File: src/rtl/psu_cmd_defines.svh
// constants of the power supply command handler
`ifndef PSU_CMD_DEFINES_SVH
`define PSU_CMD_DEFINES_SVH

// ----------------------------------------------------------------
// command codes
// ----------------------------------------------------------------
`define CMD_ON_OFF 8'h01
`define CMD_CLEAR 8'h03
`define CMD_LOCK 8'h10
`define CMD_RESTORE_ALL 8'h12
`define CMD_RESTORE_ONE 8'h14
`define CMD_STORE_USER 8'h17
`define CMD_RESTORE_USER 8'h18
`define CMD_VOUT_FORMAT 8'h20
`define CMD_VOUT_SET 8'h21
`define CMD_IN_START 8'h35
`define CMD_IN_STOP 8'h36
`define CMD_OVF 8'h40
`define CMD_OVW 8'h42
`define CMD_UVW 8'h43
`define CMD_UVF 8'h44
`define CMD_OCF 8'h46
`define CMD_OCLV 8'h48
`define CMD_OCW 8'h4A
`define CMD_OTF 8'h4F
`define CMD_OTW 8'h51
`define CMD_VINOVW 8'h57
`define CMD_VINUVW 8'h58
`define CMD_IINOCW 8'h5D
`define CMD_MAKER 8'h99
`define CMD_MODEL 8'h9A
`define CMD_TTIME 8'hF4
`define CMD_OCTRIG 8'hF5
`define CMD_OCCAP 8'hF6
`define CMD_ASSERT 8'hF7

// ----------------------------------------------------------------
// data values and reset values
// ----------------------------------------------------------------
`define ON_DATA 8'h80
`define OFF_DATA 8'h00
`define LOCK_NONE 8'h00
`define LOCK_ALL 8'h80
`define LOCK_OP 8'h40
`define VOUT_FMT_BYTE 8'h17
`define STATUS_RST 8'h00
`define NPRM 17
`define PRM_VSET 5'h00

// ----------------------------------------------------------------
// parameters as {factory default, low limit, high limit}
// ----------------------------------------------------------------
`define PRM_00 {16'h6E00, 16'h5000, 16'h7400}
`define PRM_01 {16'h7800, 16'h5400, 16'h7E00}
`define PRM_02 {16'h7600, 16'h5400, 16'h7E00}
`define PRM_03 {16'h6800, 16'h4600, 16'h7400}
`define PRM_04 {16'h4C00, 16'h4600, 16'h7400}
`define PRM_05 {16'hF8B0, 16'hF814, 16'hF8B0}
`define PRM_06 {16'hF846, 16'hF80A, 16'hF846}
`define PRM_07 {16'hF8AD, 16'hF802, 16'hF8B4}
`define PRM_08 {16'hF8C8, 16'hF88C, 16'hF92C}
`define PRM_09 {16'hF8BE, 16'hF88C, 16'hF92C}
`define PRM_10 {16'hFA4E, 16'hF972, 16'hFA62}
`define PRM_11 {16'hF954, 16'hF88C, 16'hFA12}
`define PRM_12 {16'hF83C, 16'hF814, 16'hF850}
`define PRM_13 {16'hF806, 16'hF802, 16'hF92C}
`define PRM_14 {16'h0000, 16'h0000, 16'h0001}
`define PRM_15 {16'hF8C8, 16'hF800, 16'hF8DC}
`define PRM_16 {16'hF9F4, 16'hF8C8, 16'hFA58}

`endif

File: src/rtl/psu_cmd_pkg.sv
// types of the power supply command handler
package psu_cmd_pkg;

  typedef struct packed {
    logic valid;
    logic write;
    logic port;
    logic pecOk;
    logic [7:0] code;
    logic [15:0] data;
  } cmd_t;

  typedef struct packed {
    logic valid;
    logic fault;
    logic [3:0] bytes;
    logic [95:0] data;
  } rsp_t;

endpackage : psu_cmd_pkg

File: src/rtl/psu_pmbus_command_handler.sv
// command handler: decodes supply commands, holds operating parameters
// What this block does
// - out-of-range parameter write keeps setting and raises comm fault flag
// - on/off accepts only on and off data values, others are faults
// - main output is on after power up
// - off-then-on restart clears all latched alarms and shutdowns
// - clear-faults clears status and alert of controlling port, ignores lock
// - clear-faults from the port not in control changes nothing
// - persisting faults clear first and then set again
// - lock decodes allow all, lock-only, lock plus on/off
// - reads of supported commands always succeed regardless of lock
// - lock setting can never be stored as user default
// - lock defaults to allow all; writing a valid lock value always accepted
// - restore-all reloads every parameter from fixed factory defaults
// - restore-single reloads one addressed parameter from factory default
// - store-user and restore-user act on exactly one addressed parameter
// - output voltage format byte reads linear mode and fixed exponent
// - output voltage values are 16-bit unsigned mantissa with exponent -9
// - setpoint write changes output within range; storable as user default
// - voltage pin sets setpoint at turn on until a digital write
// - removing input power restores defaults and pin control
// - input start and stop levels are read only
// - over-voltage fault limit defaults to sixty volts and is storable
// - transactions without valid packet error code are errors
`timescale 1ns/1ps
`include "psu_cmd_defines.svh"

module psu_pmbus_command_handler #(
  parameter logic [15:0] IN_START_LEVEL = 16'hF960,
  parameter logic [15:0] IN_STOP_LEVEL = 16'hF92C,
  parameter logic [31:0] MAKER_CODE = 32'h5A5A0001, // arbitrary value
  parameter logic [95:0] MODEL_CODE = 96'h0123456789ABCDEF00000001 // arbitrary value
) (
  input wire logic ref_clk,
  input wire logic arst_n,
  input psu_cmd_pkg::cmd_t cmdIn,
  input wire logic controlPort,
  input wire logic acPresent,
  input wire logic vprogEn,
  input wire logic [15:0] vprogLevel,
  input wire logic [7:0] faultLive,
  output psu_cmd_pkg::rsp_t rsp_ff,
  output logic mainOn_ff,
  output logic [15:0] voutTarget_ff,
  output logic [15:0] ovLimit_ff,
  output logic [7:0] status_ff,
  output logic commFault_ff,
  output logic [1:0] alertN_ff,
  output logic [7:0] lock_ff
);

  // ----------------------------------------------------------------
  // decode functions
  // ----------------------------------------------------------------
  function automatic logic [5:0] prmIndex(input logic [7:0] code);
    case (code)
      `CMD_VOUT_SET: prmIndex = 6'h20;
      `CMD_OVF: prmIndex = 6'h21;
      `CMD_OVW: prmIndex = 6'h22;
      `CMD_UVW: prmIndex = 6'h23;
      `CMD_UVF: prmIndex = 6'h24;
      `CMD_OCF: prmIndex = 6'h25;
      `CMD_OCLV: prmIndex = 6'h26;
      `CMD_OCW: prmIndex = 6'h27;
      `CMD_OTF: prmIndex = 6'h28;
      `CMD_OTW: prmIndex = 6'h29;
      `CMD_VINOVW: prmIndex = 6'h2A;
      `CMD_VINUVW: prmIndex = 6'h2B;
      `CMD_IINOCW: prmIndex = 6'h2C;
      `CMD_TTIME: prmIndex = 6'h2D;
      `CMD_OCTRIG: prmIndex = 6'h2E;
      `CMD_OCCAP: prmIndex = 6'h2F;
      `CMD_ASSERT: prmIndex = 6'h30;
      default: prmIndex = 6'h00;
    endcase
  endfunction : prmIndex

  // factory values cannot be written: they live only in this table
  function automatic logic [47:0] prmTable(input logic [4:0] idx);
    case (idx)
      5'd0: prmTable = `PRM_00;
      5'd1: prmTable = `PRM_01;
      5'd2: prmTable = `PRM_02;
      5'd3: prmTable = `PRM_03;
      5'd4: prmTable = `PRM_04;
      5'd5: prmTable = `PRM_05;
      5'd6: prmTable = `PRM_06;
      5'd7: prmTable = `PRM_07;
      5'd8: prmTable = `PRM_08;
      5'd9: prmTable = `PRM_09;
      5'd10: prmTable = `PRM_10;
      5'd11: prmTable = `PRM_11;
      5'd12: prmTable = `PRM_12;
      5'd13: prmTable = `PRM_13;
      5'd14: prmTable = `PRM_14;
      5'd15: prmTable = `PRM_15;
      5'd16: prmTable = `PRM_16;
      default: prmTable = 48'h000000000000;
    endcase
  endfunction : prmTable

  // ----------------------------------------------------------------
  // pin synchronisers
  // ----------------------------------------------------------------
  logic [17:0] pinMeta_ff;
  logic [17:0] pinSync_ff;
  logic acPrev_ff;
  logic acSync;
  logic vprogEnSync;
  logic [15:0] vprogSync;
  logic acFall;

  always_ff @(posedge ref_clk or negedge arst_n)
  begin
    if (!arst_n)
    begin
      pinMeta_ff <= 18'h00000;
      pinSync_ff <= 18'h00000;
      acPrev_ff <= 1'b0;
    end
    else
    begin
      pinMeta_ff <= {acPresent, vprogEn, vprogLevel};
      pinSync_ff <= pinMeta_ff;
      acPrev_ff <= pinSync_ff[17];
    end
  end

  logic [7:0] faultMeta_ff;
  logic [7:0] faultSync_ff;

  always_ff @(posedge ref_clk or negedge arst_n)
  begin
    if (!arst_n)
    begin
      faultMeta_ff <= 8'h00;
      faultSync_ff <= 8'h00;
    end
    else
    begin
      faultMeta_ff <= faultLive;
      faultSync_ff <= faultMeta_ff;
    end
  end

  assign acSync = pinSync_ff[17];
  assign vprogEnSync = pinSync_ff[16];
  assign vprogSync = pinSync_ff[15:0];
  assign acFall = acPrev_ff & ~acSync;

  // ----------------------------------------------------------------
  // command decode
  // ----------------------------------------------------------------
  logic [15:0] param_ff [`NPRM];
  logic [15:0] userDef_ff [`NPRM];
  logic [5:0] hitIdx;
  logic [5:0] argIdx;
  logic [47:0] lim;
  logic take;
  logic lockPass;
  logic doOnOff;
  logic doClear;
  logic doLock;
  logic doRestoreAll;
  logic doRestoreOne;
  logic doStore;
  logic doRestoreUser;
  logic doParam;
  logic errEvt;
  logic rdOk;
  logic [95:0] rdWord;
  logic [3:0] rdBytes;

  assign hitIdx = prmIndex(cmdIn.code);
  assign argIdx = prmIndex(cmdIn.data[7:0]);
  assign lim = prmTable(hitIdx[4:0]);
  assign take = cmdIn.valid & cmdIn.write & cmdIn.pecOk;
  assign lockPass = (lock_ff == `LOCK_NONE) || (cmdIn.code == `CMD_LOCK)
    || (lock_ff == `LOCK_OP && cmdIn.code == `CMD_ON_OFF);

  always_comb
  begin
    doOnOff = 1'b0;
    doClear = 1'b0;
    doLock = 1'b0;
    doRestoreAll = 1'b0;
    doRestoreOne = 1'b0;
    doStore = 1'b0;
    doRestoreUser = 1'b0;
    doParam = 1'b0;
    errEvt = cmdIn.valid & ~cmdIn.pecOk;
    if (take && cmdIn.code == `CMD_CLEAR)
      doClear = (cmdIn.port == controlPort);
    else if (take && !lockPass)
      errEvt = 1'b1;
    else if (take)
    begin
      case (cmdIn.code)
        `CMD_ON_OFF:
        begin
          doOnOff = (cmdIn.data[7:0] == `ON_DATA) || (cmdIn.data[7:0] == `OFF_DATA);
          errEvt = ~doOnOff;
        end
        `CMD_LOCK:
        begin
          doLock = (cmdIn.data[7:0] == `LOCK_NONE) || (cmdIn.data[7:0] == `LOCK_ALL)
            || (cmdIn.data[7:0] == `LOCK_OP);
          errEvt = ~doLock;
        end
        `CMD_RESTORE_ALL: doRestoreAll = 1'b1;
        `CMD_RESTORE_ONE:
        begin
          doRestoreOne = argIdx[5];
          errEvt = ~argIdx[5];
        end
        `CMD_STORE_USER:
        begin
          doStore = argIdx[5];
          errEvt = ~argIdx[5];
        end
        `CMD_RESTORE_USER:
        begin
          doRestoreUser = argIdx[5];
          errEvt = ~argIdx[5];
        end
        default:
        begin
          doParam = hitIdx[5] && cmdIn.data >= lim[31:16] && cmdIn.data <= lim[15:0];
          errEvt = ~doParam;
        end
      endcase
    end
  end

  // ----------------------------------------------------------------
  // read mux
  // ----------------------------------------------------------------
  always_comb
  begin
    rdOk = 1'b1;
    rdBytes = 4'h2;
    rdWord = 96'h0;
    case (cmdIn.code)
      `CMD_ON_OFF:
      begin
        rdBytes = 4'h1;
        rdWord[7:0] = mainOn_ff ? `ON_DATA : `OFF_DATA;
      end
      `CMD_LOCK:
      begin
        rdBytes = 4'h1;
        rdWord[7:0] = lock_ff;
      end
      `CMD_VOUT_FORMAT:
      begin
        rdBytes = 4'h1;
        rdWord[7:0] = `VOUT_FMT_BYTE;
      end
      `CMD_IN_START: rdWord[15:0] = IN_START_LEVEL;
      `CMD_IN_STOP: rdWord[15:0] = IN_STOP_LEVEL;
      `CMD_MAKER:
      begin
        rdBytes = 4'h4;
        rdWord[31:0] = MAKER_CODE;
      end
      `CMD_MODEL:
      begin
        rdBytes = 4'hC;
        rdWord = MODEL_CODE;
      end
      default:
      begin
        rdOk = hitIdx[5];
        rdBytes = hitIdx[5] ? 4'h2 : 4'h0;
        rdWord[15:0] = hitIdx[5] ? param_ff[hitIdx[4:0]] : 16'h0000;
      end
    endcase
  end

  always_ff @(posedge ref_clk or negedge arst_n)
  begin
    if (!arst_n)
      rsp_ff <= '0;
    else
    begin
      rsp_ff.valid <= cmdIn.valid & ~cmdIn.write;
      rsp_ff.fault <= cmdIn.valid & ~cmdIn.write & (~rdOk | ~cmdIn.pecOk);
      rsp_ff.bytes <= rdBytes;
      rsp_ff.data <= rdWord;
    end
  end

  // ----------------------------------------------------------------
  // output control and write lock
  // ----------------------------------------------------------------
  logic restart;
  logic rdErr;

  assign restart = doOnOff && cmdIn.data[7:0] == `ON_DATA && !mainOn_ff;
  assign rdErr = cmdIn.valid & ~cmdIn.write & cmdIn.pecOk & ~rdOk;

  always_ff @(posedge ref_clk or negedge arst_n)
  begin
    if (!arst_n)
      mainOn_ff <= 1'b1;
    else if (acFall)
      mainOn_ff <= 1'b1;
    else if (doOnOff)
      mainOn_ff <= (cmdIn.data[7:0] == `ON_DATA);
  end

  always_ff @(posedge ref_clk or negedge arst_n)
  begin
    if (!arst_n)
      lock_ff <= `LOCK_NONE;
    else if (acFall)
      lock_ff <= `LOCK_NONE;
    else if (doLock)
      lock_ff <= cmdIn.data[7:0];
  end

  // ----------------------------------------------------------------
  // parameters and user defaults
  // ----------------------------------------------------------------
  genvar gi;
  generate
    for (gi = 0; gi < `NPRM; gi++)
    begin : gPrm
      localparam logic [4:0] IDX = 5'(gi);
      localparam logic [47:0] ENTRY = prmTable(IDX);
      always_ff @(posedge ref_clk or negedge arst_n)
      begin
        if (!arst_n)
          param_ff[gi] <= ENTRY[47:32];
        else if (acFall)
          param_ff[gi] <= userDef_ff[gi];
        else if (doRestoreAll || (doRestoreOne && argIdx[4:0] == IDX))
          param_ff[gi] <= ENTRY[47:32];
        else if (doRestoreUser && argIdx[4:0] == IDX)
          param_ff[gi] <= userDef_ff[gi];
        else if (doParam && hitIdx[4:0] == IDX)
          param_ff[gi] <= cmdIn.data;
      end
      always_ff @(posedge ref_clk or negedge arst_n)
      begin
        if (!arst_n)
          userDef_ff[gi] <= ENTRY[47:32];
        else if (doStore && argIdx[4:0] == IDX)
          userDef_ff[gi] <= param_ff[gi];
      end
    end
  endgenerate

  always_ff @(posedge ref_clk or negedge arst_n)
  begin
    if (!arst_n)
      ovLimit_ff <= 16'(`PRM_01 >> 32);
    else
      ovLimit_ff <= param_ff[1];
  end

  // ----------------------------------------------------------------
  // setpoint source: pin until a digital write
  // ----------------------------------------------------------------
  logic digitalSet_ff;
  logic [1:0] upCnt_ff;
  logic [15:0] vprogHeld_ff;
  logic [15:0] vsetParam;

  assign vsetParam = param_ff[`PRM_VSET];

  always_ff @(posedge ref_clk or negedge arst_n)
  begin
    if (!arst_n)
      digitalSet_ff <= 1'b0;
    else if (acFall)
      digitalSet_ff <= 1'b0;
    else if (doParam && hitIdx[4:0] == `PRM_VSET)
      digitalSet_ff <= 1'b1;
  end

  // capture window spans the synchroniser stages after reset or power loss
  always_ff @(posedge ref_clk or negedge arst_n)
  begin
    if (!arst_n)
      upCnt_ff <= 2'h3;
    else if (acFall)
      upCnt_ff <= 2'h3;
    else if (upCnt_ff != 2'h0)
      upCnt_ff <= upCnt_ff - 2'h1;
  end

  always_ff @(posedge ref_clk or negedge arst_n)
  begin
    if (!arst_n)
      vprogHeld_ff <= 16'h0000;
    else if (upCnt_ff != 2'h0 || !mainOn_ff)
      vprogHeld_ff <= vprogSync;
  end

  always_ff @(posedge ref_clk or negedge arst_n)
  begin
    if (!arst_n)
      voutTarget_ff <= 16'(`PRM_00 >> 32);
    else if (!digitalSet_ff && vprogEnSync)
      voutTarget_ff <= vprogHeld_ff;
    else
      voutTarget_ff <= vsetParam;
  end

  // ----------------------------------------------------------------
  // status, comm fault and alerts
  // ----------------------------------------------------------------
  logic [7:0] newFault;

  assign newFault = faultSync_ff & ~status_ff;

  always_ff @(posedge ref_clk or negedge arst_n)
  begin
    if (!arst_n)
      status_ff <= `STATUS_RST;
    else if (doClear || restart)
      status_ff <= `STATUS_RST;
    else
      status_ff <= status_ff | faultSync_ff;
  end

  always_ff @(posedge ref_clk or negedge arst_n)
  begin
    if (!arst_n)
      commFault_ff <= 1'b0;
    else if (errEvt || rdErr)
      commFault_ff <= 1'b1;
    else if (doClear || restart)
      commFault_ff <= 1'b0;
  end

  generate
    for (gi = 0; gi < 2; gi++)
    begin : gAlert
      always_ff @(posedge ref_clk or negedge arst_n)
      begin
        if (!arst_n)
          alertN_ff[gi] <= 1'b1;
        // clear wins: a persisting fault shows as new again next cycle
        else if ((doClear && cmdIn.port == 1'(gi)) || restart)
          alertN_ff[gi] <= 1'b1;
        else if ((errEvt || rdErr || |newFault) && controlPort == 1'(gi))
          alertN_ff[gi] <= 1'b0;
      end
    end
  endgenerate
endmodule : psu_pmbus_command_handler

File: config.mk
export PLATFORM = sky130hd
export DESIGN_NAME = psu_pmbus_command_handler
export DESIGN_NICKNAME = d
export VERILOG_FILES = /design/src/rtl/psu_cmd_pkg.sv /design/src/rtl/psu_pmbus_command_handler.sv
export VERILOG_INCLUDE_DIRS = /design/src /design/src/rtl
export SDC_FILE = /design/constraint.sdc
export NUM_CORES = 2
export LEC_CHECK = 0
export BUFFER_PORTS_ARGS = -buffer_cell sky130_fd_sc_hd__buf_2
export CAP_MARGIN = 0
export CORE_ASPECT_RATIO = 1.2
export CORE_MARGIN = 2
export CORE_UTILIZATION = 55
export DETAILED_ROUTE_END_ITERATION = 6
export PLACE_DENSITY = 0.73
export SYNTH_ARGS = -nofsm -noshare
export SYNTH_HDL_FRONTEND = slang
export SYNTH_SLANG_ARGS = --single-unit
File: constraint.sdc
create_clock -name ref_clk -period 3.7 [get_ports ref_clk]
set_clock_uncertainty 0.05 [all_clocks]
set_input_delay 0.74 -clock ref_clk [delete_from_list [all_inputs] [get_ports ref_clk]]
set_output_delay 0.74 -clock ref_clk [all_outputs]
set_load 0.05 [all_outputs]
== Word level (Yosys, flattened, before mapping) ==
Memories as Yosys holds them, arrays and structs flattened.
Cells that the tools add are included.
Cells by class
  magnitude comparators: 3
  bitwise operators: 23
  reduce and logical (&&, ||, !) cells: 147
  equality and inequality tests: 81
  multiplexer cells: 131
  $add $sub $neg: 1
Operators by type and width (number)
  $mux W16: 72
  $pmux W6 S17: 2
  $eq A8 B7 Y1 const B: 25
  $eq A8 B8 Y1 const B: 11
  $bmux W16 S5: 1
  $eq A5 B4 Y1 const B: 16
  $logic_and A1 B1 Y1: 80
  $reduce_bool A4 Y1: 17
  $mux W57: 1
  $pmux W8 S6: 1
  $mux W1: 43
  $eq A5 B3 Y1 const B: 8
  $eq A8 B5 Y1 const B: 5
  $eq A8 B6 Y1 const B: 5
  $mux W8: 4
  $logic_or A1 B1 Y1: 27
  $eq A5 B2 Y1 const B: 4
  $ge A16 B16 Y1: 1
  $le A16 B16 Y1: 1
  $logic_not A8 Y1: 2
  $pmux W4 S4: 1
  $pmux W8 S2: 1
  $reduce_bool A2 Y1: 8
  $mux W15: 1
  24 further kinds: 49
Word-level totals
  bits in read-only memories: 1504
  bits in registers: 770
  input bits: 57
  memories: 1
  output and inout port bits: 154
Memories
  (name not given): depth 32, bits a word 47, read ports 1, clocked after memory_dff 0, wr ports 0, line psu_pmbus_command_handler.sv:80  | case (idx)

== Longest topological paths before layout ==
An unclocked memory read counts as a cell.
  word-level depth: 16
  depth in mapped cells: 28
  gate-level depth less buffers: 20

== Worst setup path after synthesis ==
No wires, ideal clock.
  path type: input to register
  start: in cmdIn[19] (netlist name)
  end: reg param_ff[74] (netlist name)
  cell stages on the path: 25
  data required time: 3.525 ns
  setup slack: -3.019 ns
  data arrival time: 6.545 ns
  path through: clkbuf_1 buf_1 nor4b_1 o211ai_1 o2111ai_1 clkinv_1 clkbuf_1 buf_2 buf_1 ha_1 clkbuf_1 nor2_1 or3_1 or2_2 ha_1 a21o_1 a21o_1 a2111oi_0 o221ai_1 and2_1 and2_1 buf_4 a31oi_2 buf_4 mux2_2
Between the ends
  cells in the longest elaborated chain, start to end: 12
  elaborated cells between the ends (all ways): 62
  classes of those cells: order compare: 2; eq/ne: 25; mux: 20; reduce/logical: 14; memory: 1
Ends and longest elaborated chain
  from (decl): line psu_pmbus_command_handler.sv:36  | input psu_cmd_pkg::cmd_t cmdIn,
  $eq A8 B8 Y1, or another cell as far along: line psu_pmbus_command_handler.sv:56  | case (code)
  $pmux W6 S17: line psu_pmbus_command_handler.sv:56
  $mem_v2 Z32 W47
  $ge A16 B16 Y1: line psu_pmbus_command_handler.sv:228  | doParam = hitIdx[5] && cmdIn.data >= lim[31:16] && cmdIn.data <= lim[15:0];
  $logic_and A1 B1 Y1 (2 in series): line psu_pmbus_command_handler.sv:228
  $mux W1: line psu_pmbus_command_handler.sv:198  | case (cmdIn.code)
  $mux W1: line psu_pmbus_command_handler.sv:196  | else if (take)
  $mux W1: line psu_pmbus_command_handler.sv:194  | else if (take && !lockPass)
  $mux W1: line psu_pmbus_command_handler.sv:192  | if (take && cmdIn.code == `CMD_CLEAR)
  $logic_and A1 B1 Y1: line psu_pmbus_command_handler.sv:341  | else if (doParam && hitIdx[4:0] == IDX)
  $reduce_bool A4 Y1 (no source line)
  to (signal, indexed assignment): line psu_pmbus_command_handler.sv:338  | param_ff[gi] <= ENTRY[47:32];
  to (signal, indexed assignment): line psu_pmbus_command_handler.sv:340  | param_ff[gi] <= userDef_ff[gi];
  to (signal, indexed assignment): line psu_pmbus_command_handler.sv:342  | param_ff[gi] <= cmdIn.data;
  to (decl): line psu_pmbus_command_handler.sv:154  | logic [15:0] param_ff [`NPRM];
Parallel ways exist; a longest one is shown, timed or not.
A chain may end at the register's enable or synchronous reset.

== Worst setup path after layout ==
  start: in cmdIn[23] (netlist name)
  end: reg param_ff[132] (netlist name)
The elaborated chain is that of the path after synthesis.

==> results_dict.tcl <==
set metrics [dict create \
    crit_arrival_ns 5.01 \
    post_drt_wl_per_cell_um 28.6 \
    io_pins 211 \
    path_common_cell "buf_12" \
    ys_seq_elements 692 \
    final_layout_size_suffix_gt1_share_pct 44.3 \
    pwr-share-seq_pct 45.0 \
    leakage_nw 19.8 \
    post-route-drc-count 0 \
    grt_pass1_vias 29000 \
    areaGrowthSynthToFinish_pct 24.6 \
    peakVddDrop_mv 0.654 \
    start_util_pct 55.4 \
    crit_cells 23 \
    yosys.area.top_type_share_pct 32.2 \
    firstDrtPassIters 6 \
    grt_overflow 0 \
    yosys-top-cells-area "dfrtp_1, dfstp_2, mux2_2" \
    worst_slew_pin_slew_ns 1.03 \
    final_cells 4447 \
    clockRootBuffer "clkbuf_16" \
    via_count 27900 \
    cts_buffers 71 \
    avgSynthCellArea_um2 11.1 \
    yosysWarnings 0 \
    cp_slowest_stage_delay_ns 0.53 \
    crit_path_start_kind "input pin" \
    ys.flop_type "dfrtp_1" \
    reg2reg_from "lock_ff[1]$_DFFE_PN0P_" \
    finalWirelength_um 127000 \
    drv_slew 0 \
    ff2ff_path_depth 8 \
    rsz0062_at_grt "yes" \
    synth_cell_types 104 \
    io_buffer_count 170 \
    slowest_stage "or4b_4" \
    status "finished, violations left" \
    nNetsFinal 3661 \
    critPathMaxFanout 11 \
    clk_pin_slew_ns 0.06 \
    coreArea_um2 61700 \
    antenna_found_initial 4 \
    dp_hpwl_um 90600 \
    startpoint "cmdIn[23]" \
    relSlewSlack_pct 30.9 \
    ys_async_sr_fraction_pct 100 \
    crit_end "param_ff[132]$_DFFE_PN0P_" \
    finalCritPeriodShare_pct 123 \
    dp.cells 4267 \
    place_congestion 1.08 \
    violations "setup timing" \
    critPathTopFamily "compound AO/OA/AOI/OAI gates" \
    synth_area_um2 34100 \
    switchingPower_w 0.00570 \
    pwr-share-comb_pct 16.6 \
    crit_type "input pin to flop" \
    hold_path.class "input pin to asynchronous set/reset pin" \
    reg2reg_to "param_ff[18]$_DFFE_PN0P_" \
    synth_cells 3074 \
    drv_cap 0 \
    track_usage_pct 39.5 \
    r2r_setup_slack_ns 0.59 \
    synth-seq-area-share_pct 51.6 \
    die-area_um2 64100 \
    drt_iter0_markers 2844 \
    min_period_ns 4.54 \
    hold_violations 0 \
    intPower_w 0.0141 \
    viasPerCell 6.27 \
    setup_slack_ns -0.843 \
    end_kind "flop" \
    crit_chain "buf_8 -> or4b_4 -> o32a_1 -> o21ai_4 -> inv_2 -> buf_6 -> ha_4 -> buf_6 -> nor2_4 -> or3_4 -> or2_4 -> ha_4 -> a21o_1 -> a21o_1 -> a2111oi_4 -> o221ai_2 -> and2_4 -> and2_4 -> buf_12 -> buf_12 -> a41oi_4 -> buf_12 -> mux2_2" \
    dp_slack_ns -1.75 \
    clkPwrFrac_pct 38.3 \
    hold_slack_ns 0.0505 \
    drtAntennaViolNets 0 \
    fp-row-count 100 \
    setup_viol 276 \
    cts.htree.levels 3 \
    yosys.area.top_type "dfrtp_1" \
    fmax_mhz 220 \
    critPathRequiredTime_ns 4.16 \
    grt_pass1_wl_um 187000 \
    fp.dieW_um 231 \
    worst-path-buf-inv 7 \
    grt_max_degree 120 \
    synth_edf_count 0 \
    clk_latency_ns 0.62 \
    powerDensity_nw_per_um2 466 \
    switching_share_pct 28.8 \
    cts_buffer_depth 3 \
    cts.sinks 692 \
    die_height_um 277 \
    cts_tree "built" \
]
## cells by family (layout without fill, tap and decap cells)
family / Yosys count / in the layout / synth area share (%)
buf+inv: 387 / 898 / 5.69
simple gates: 792 / 793 / 10.9
mux: 575 / 575 / 18.6
compound gates: 586 / 588 / 11.7
xor+xnor: 6 / 6 / 0.154
fa+ha+maj: 35 / 35 / 1.28
other cells: 1 / 44 / 0.0110
flops: 692 / 692 / 51.6
## worst register-to-register path, delay by kind of cell (launching register included)
family	cells	cell delay [ns]
simple gates	3	0.83
mux	1	0.30
buf+inv	1	0.19
flops	1	0.43
compound gates	3	1.18
## synthesized netlist by cell type (14+ instances only)
master / number
a22oi_1: 15
o2bb2ai_1: 14
o22ai_1: 101
and3_1: 33
nand2b_1: 17
nand2_1: 425
o21ai_0: 138
buf_4: 104
nand4_1: 22
mux2_2: 456
nor3_1: 26
nand3_1: 58
buf_1: 19
a31oi_1: 27
inv_1: 129
dfstp_2: 252
clkbuf_1: 88
dfrtp_1: 440
a211oi_1: 18
o211ai_1: 35
mux2i_1: 108
ha_1: 35
a22o_1: 24
buf_2: 40
nor2_1: 119
a311oi_1: 26
a21oi_1: 68
## worst min-delay path by stage
stage,endpoint,slack (ns)
floorplan,faultSync_ff[0]$_DFF_PN0_,0.28
detailed placement,faultSync_ff[5]$_DFF_PN0_,0.29
finish,userDef_ff[40]$_DFFE_PN0P_,0.05
CTS,param_ff[34]$_DFFE_PN0P_,0.06
global placement,faultSync_ff[4]$_DFF_PN0_,0.28
global route,userDef_ff[40]$_DFFE_PN0P_,0.08
## placed cells by master, fill, tap and decap left out, types with 16 or more instances in the layout
cell       instances
a211oi_1          17
a21oi_1           63
a22o_1            24
a311oi_1          26
a31oi_1           27
and3_1            32
buf_12            54
buf_2            166
buf_4            364
buf_6             33
clkbuf_16         76
conb_1            40
dfrtp_1          440
dfstp_2          252
ha_1              31
inv_1            126
mux2_2           363
mux2_4           104
mux2i_1           96
nand2_1          420
nand2b_1          16
nand3_1           57
nand4_1           22
nor2_1           117
nor3_1            25
o211ai_1          35
o21ai_0          116
o21ai_1           23
o22ai_1          101
## cell type report
cell class	count	area, um2
repair buffers	637	5350
flip-flops and latches	692	17600
clock buffers	96	2020
multi-input cells	2037	15600
inverters	130	493
clock inverters	35	427
fillers	4518	19100
diodes	4	10.0
well taps	816	1020
## state kept, by name, summed over array words and instances (netlist names)
name	cells
lock_ff	8
status_ff	8
mainOn_ff	1
commFault_ff	1
upCnt_ff	2
vprogHeld_ff	16
param_ff	256
acPrev_ff	1
digitalSet_ff	1
faultSync_ff	8
ovLimit_ff	16
rsp_ff	24
userDef_ff	272
pinMeta_ff	18
alertN_ff	2
faultMeta_ff	8
vsetParam	16
voutTarget_ff	16
pinSync_ff	18
## metal layers
metal	track usage [%]	vias to the layer above	wire, um
met5	0	-	15
li1	-	11800	-
met2	61.6	1394	59200
met4	31.3	2	11800
met1	48.1	14200	46600
met3	7.60	443	9380
## metrics by stage
stage | TNS (ns) | cell area (um2) | util (%) | total power [W]
final | -206.70 | 42500 | 69.0 | 0.0198
after detailed placement | -443.15 | 38900 | 63.0 | 0.0120
after global placement | -437.57 | 38900 | 63.0 | 0.0119
after global routing | -248.50 | 42500 | 69.0 | 0.0204
after floorplan | -429.18 | 34900 | - | 0.0107
after CTS | -196.24 | 42200 | 68.3 | 0.0197
## power groups by stage
stage / Combinational (W) / Clock (W) / Sequential (W)
final: 0.00330 / 0.00759 / 0.00892
after global placement: 0.00294 / 0 / 0.00895
after global routing: 0.00347 / 0.00796 / 0.00899
after CTS: 0.00318 / 0.00765 / 0.00890
after detailed placement: 0.00303 / 0 / 0.00900
after floorplan: 0.00155 / 0 / 0.00913
## timing repair
action | 4_1_cts | 5_1_grt
gates resized for setup | 122 | 71
cloned | 5 | 3
pin swaps | 26 | 15
endpoints found under the setup margin | 277 | 278
setup buffers | 26 | 14
hold buffers | 0 | 0
Note: power is estimated with default switching activity, not from simulation.
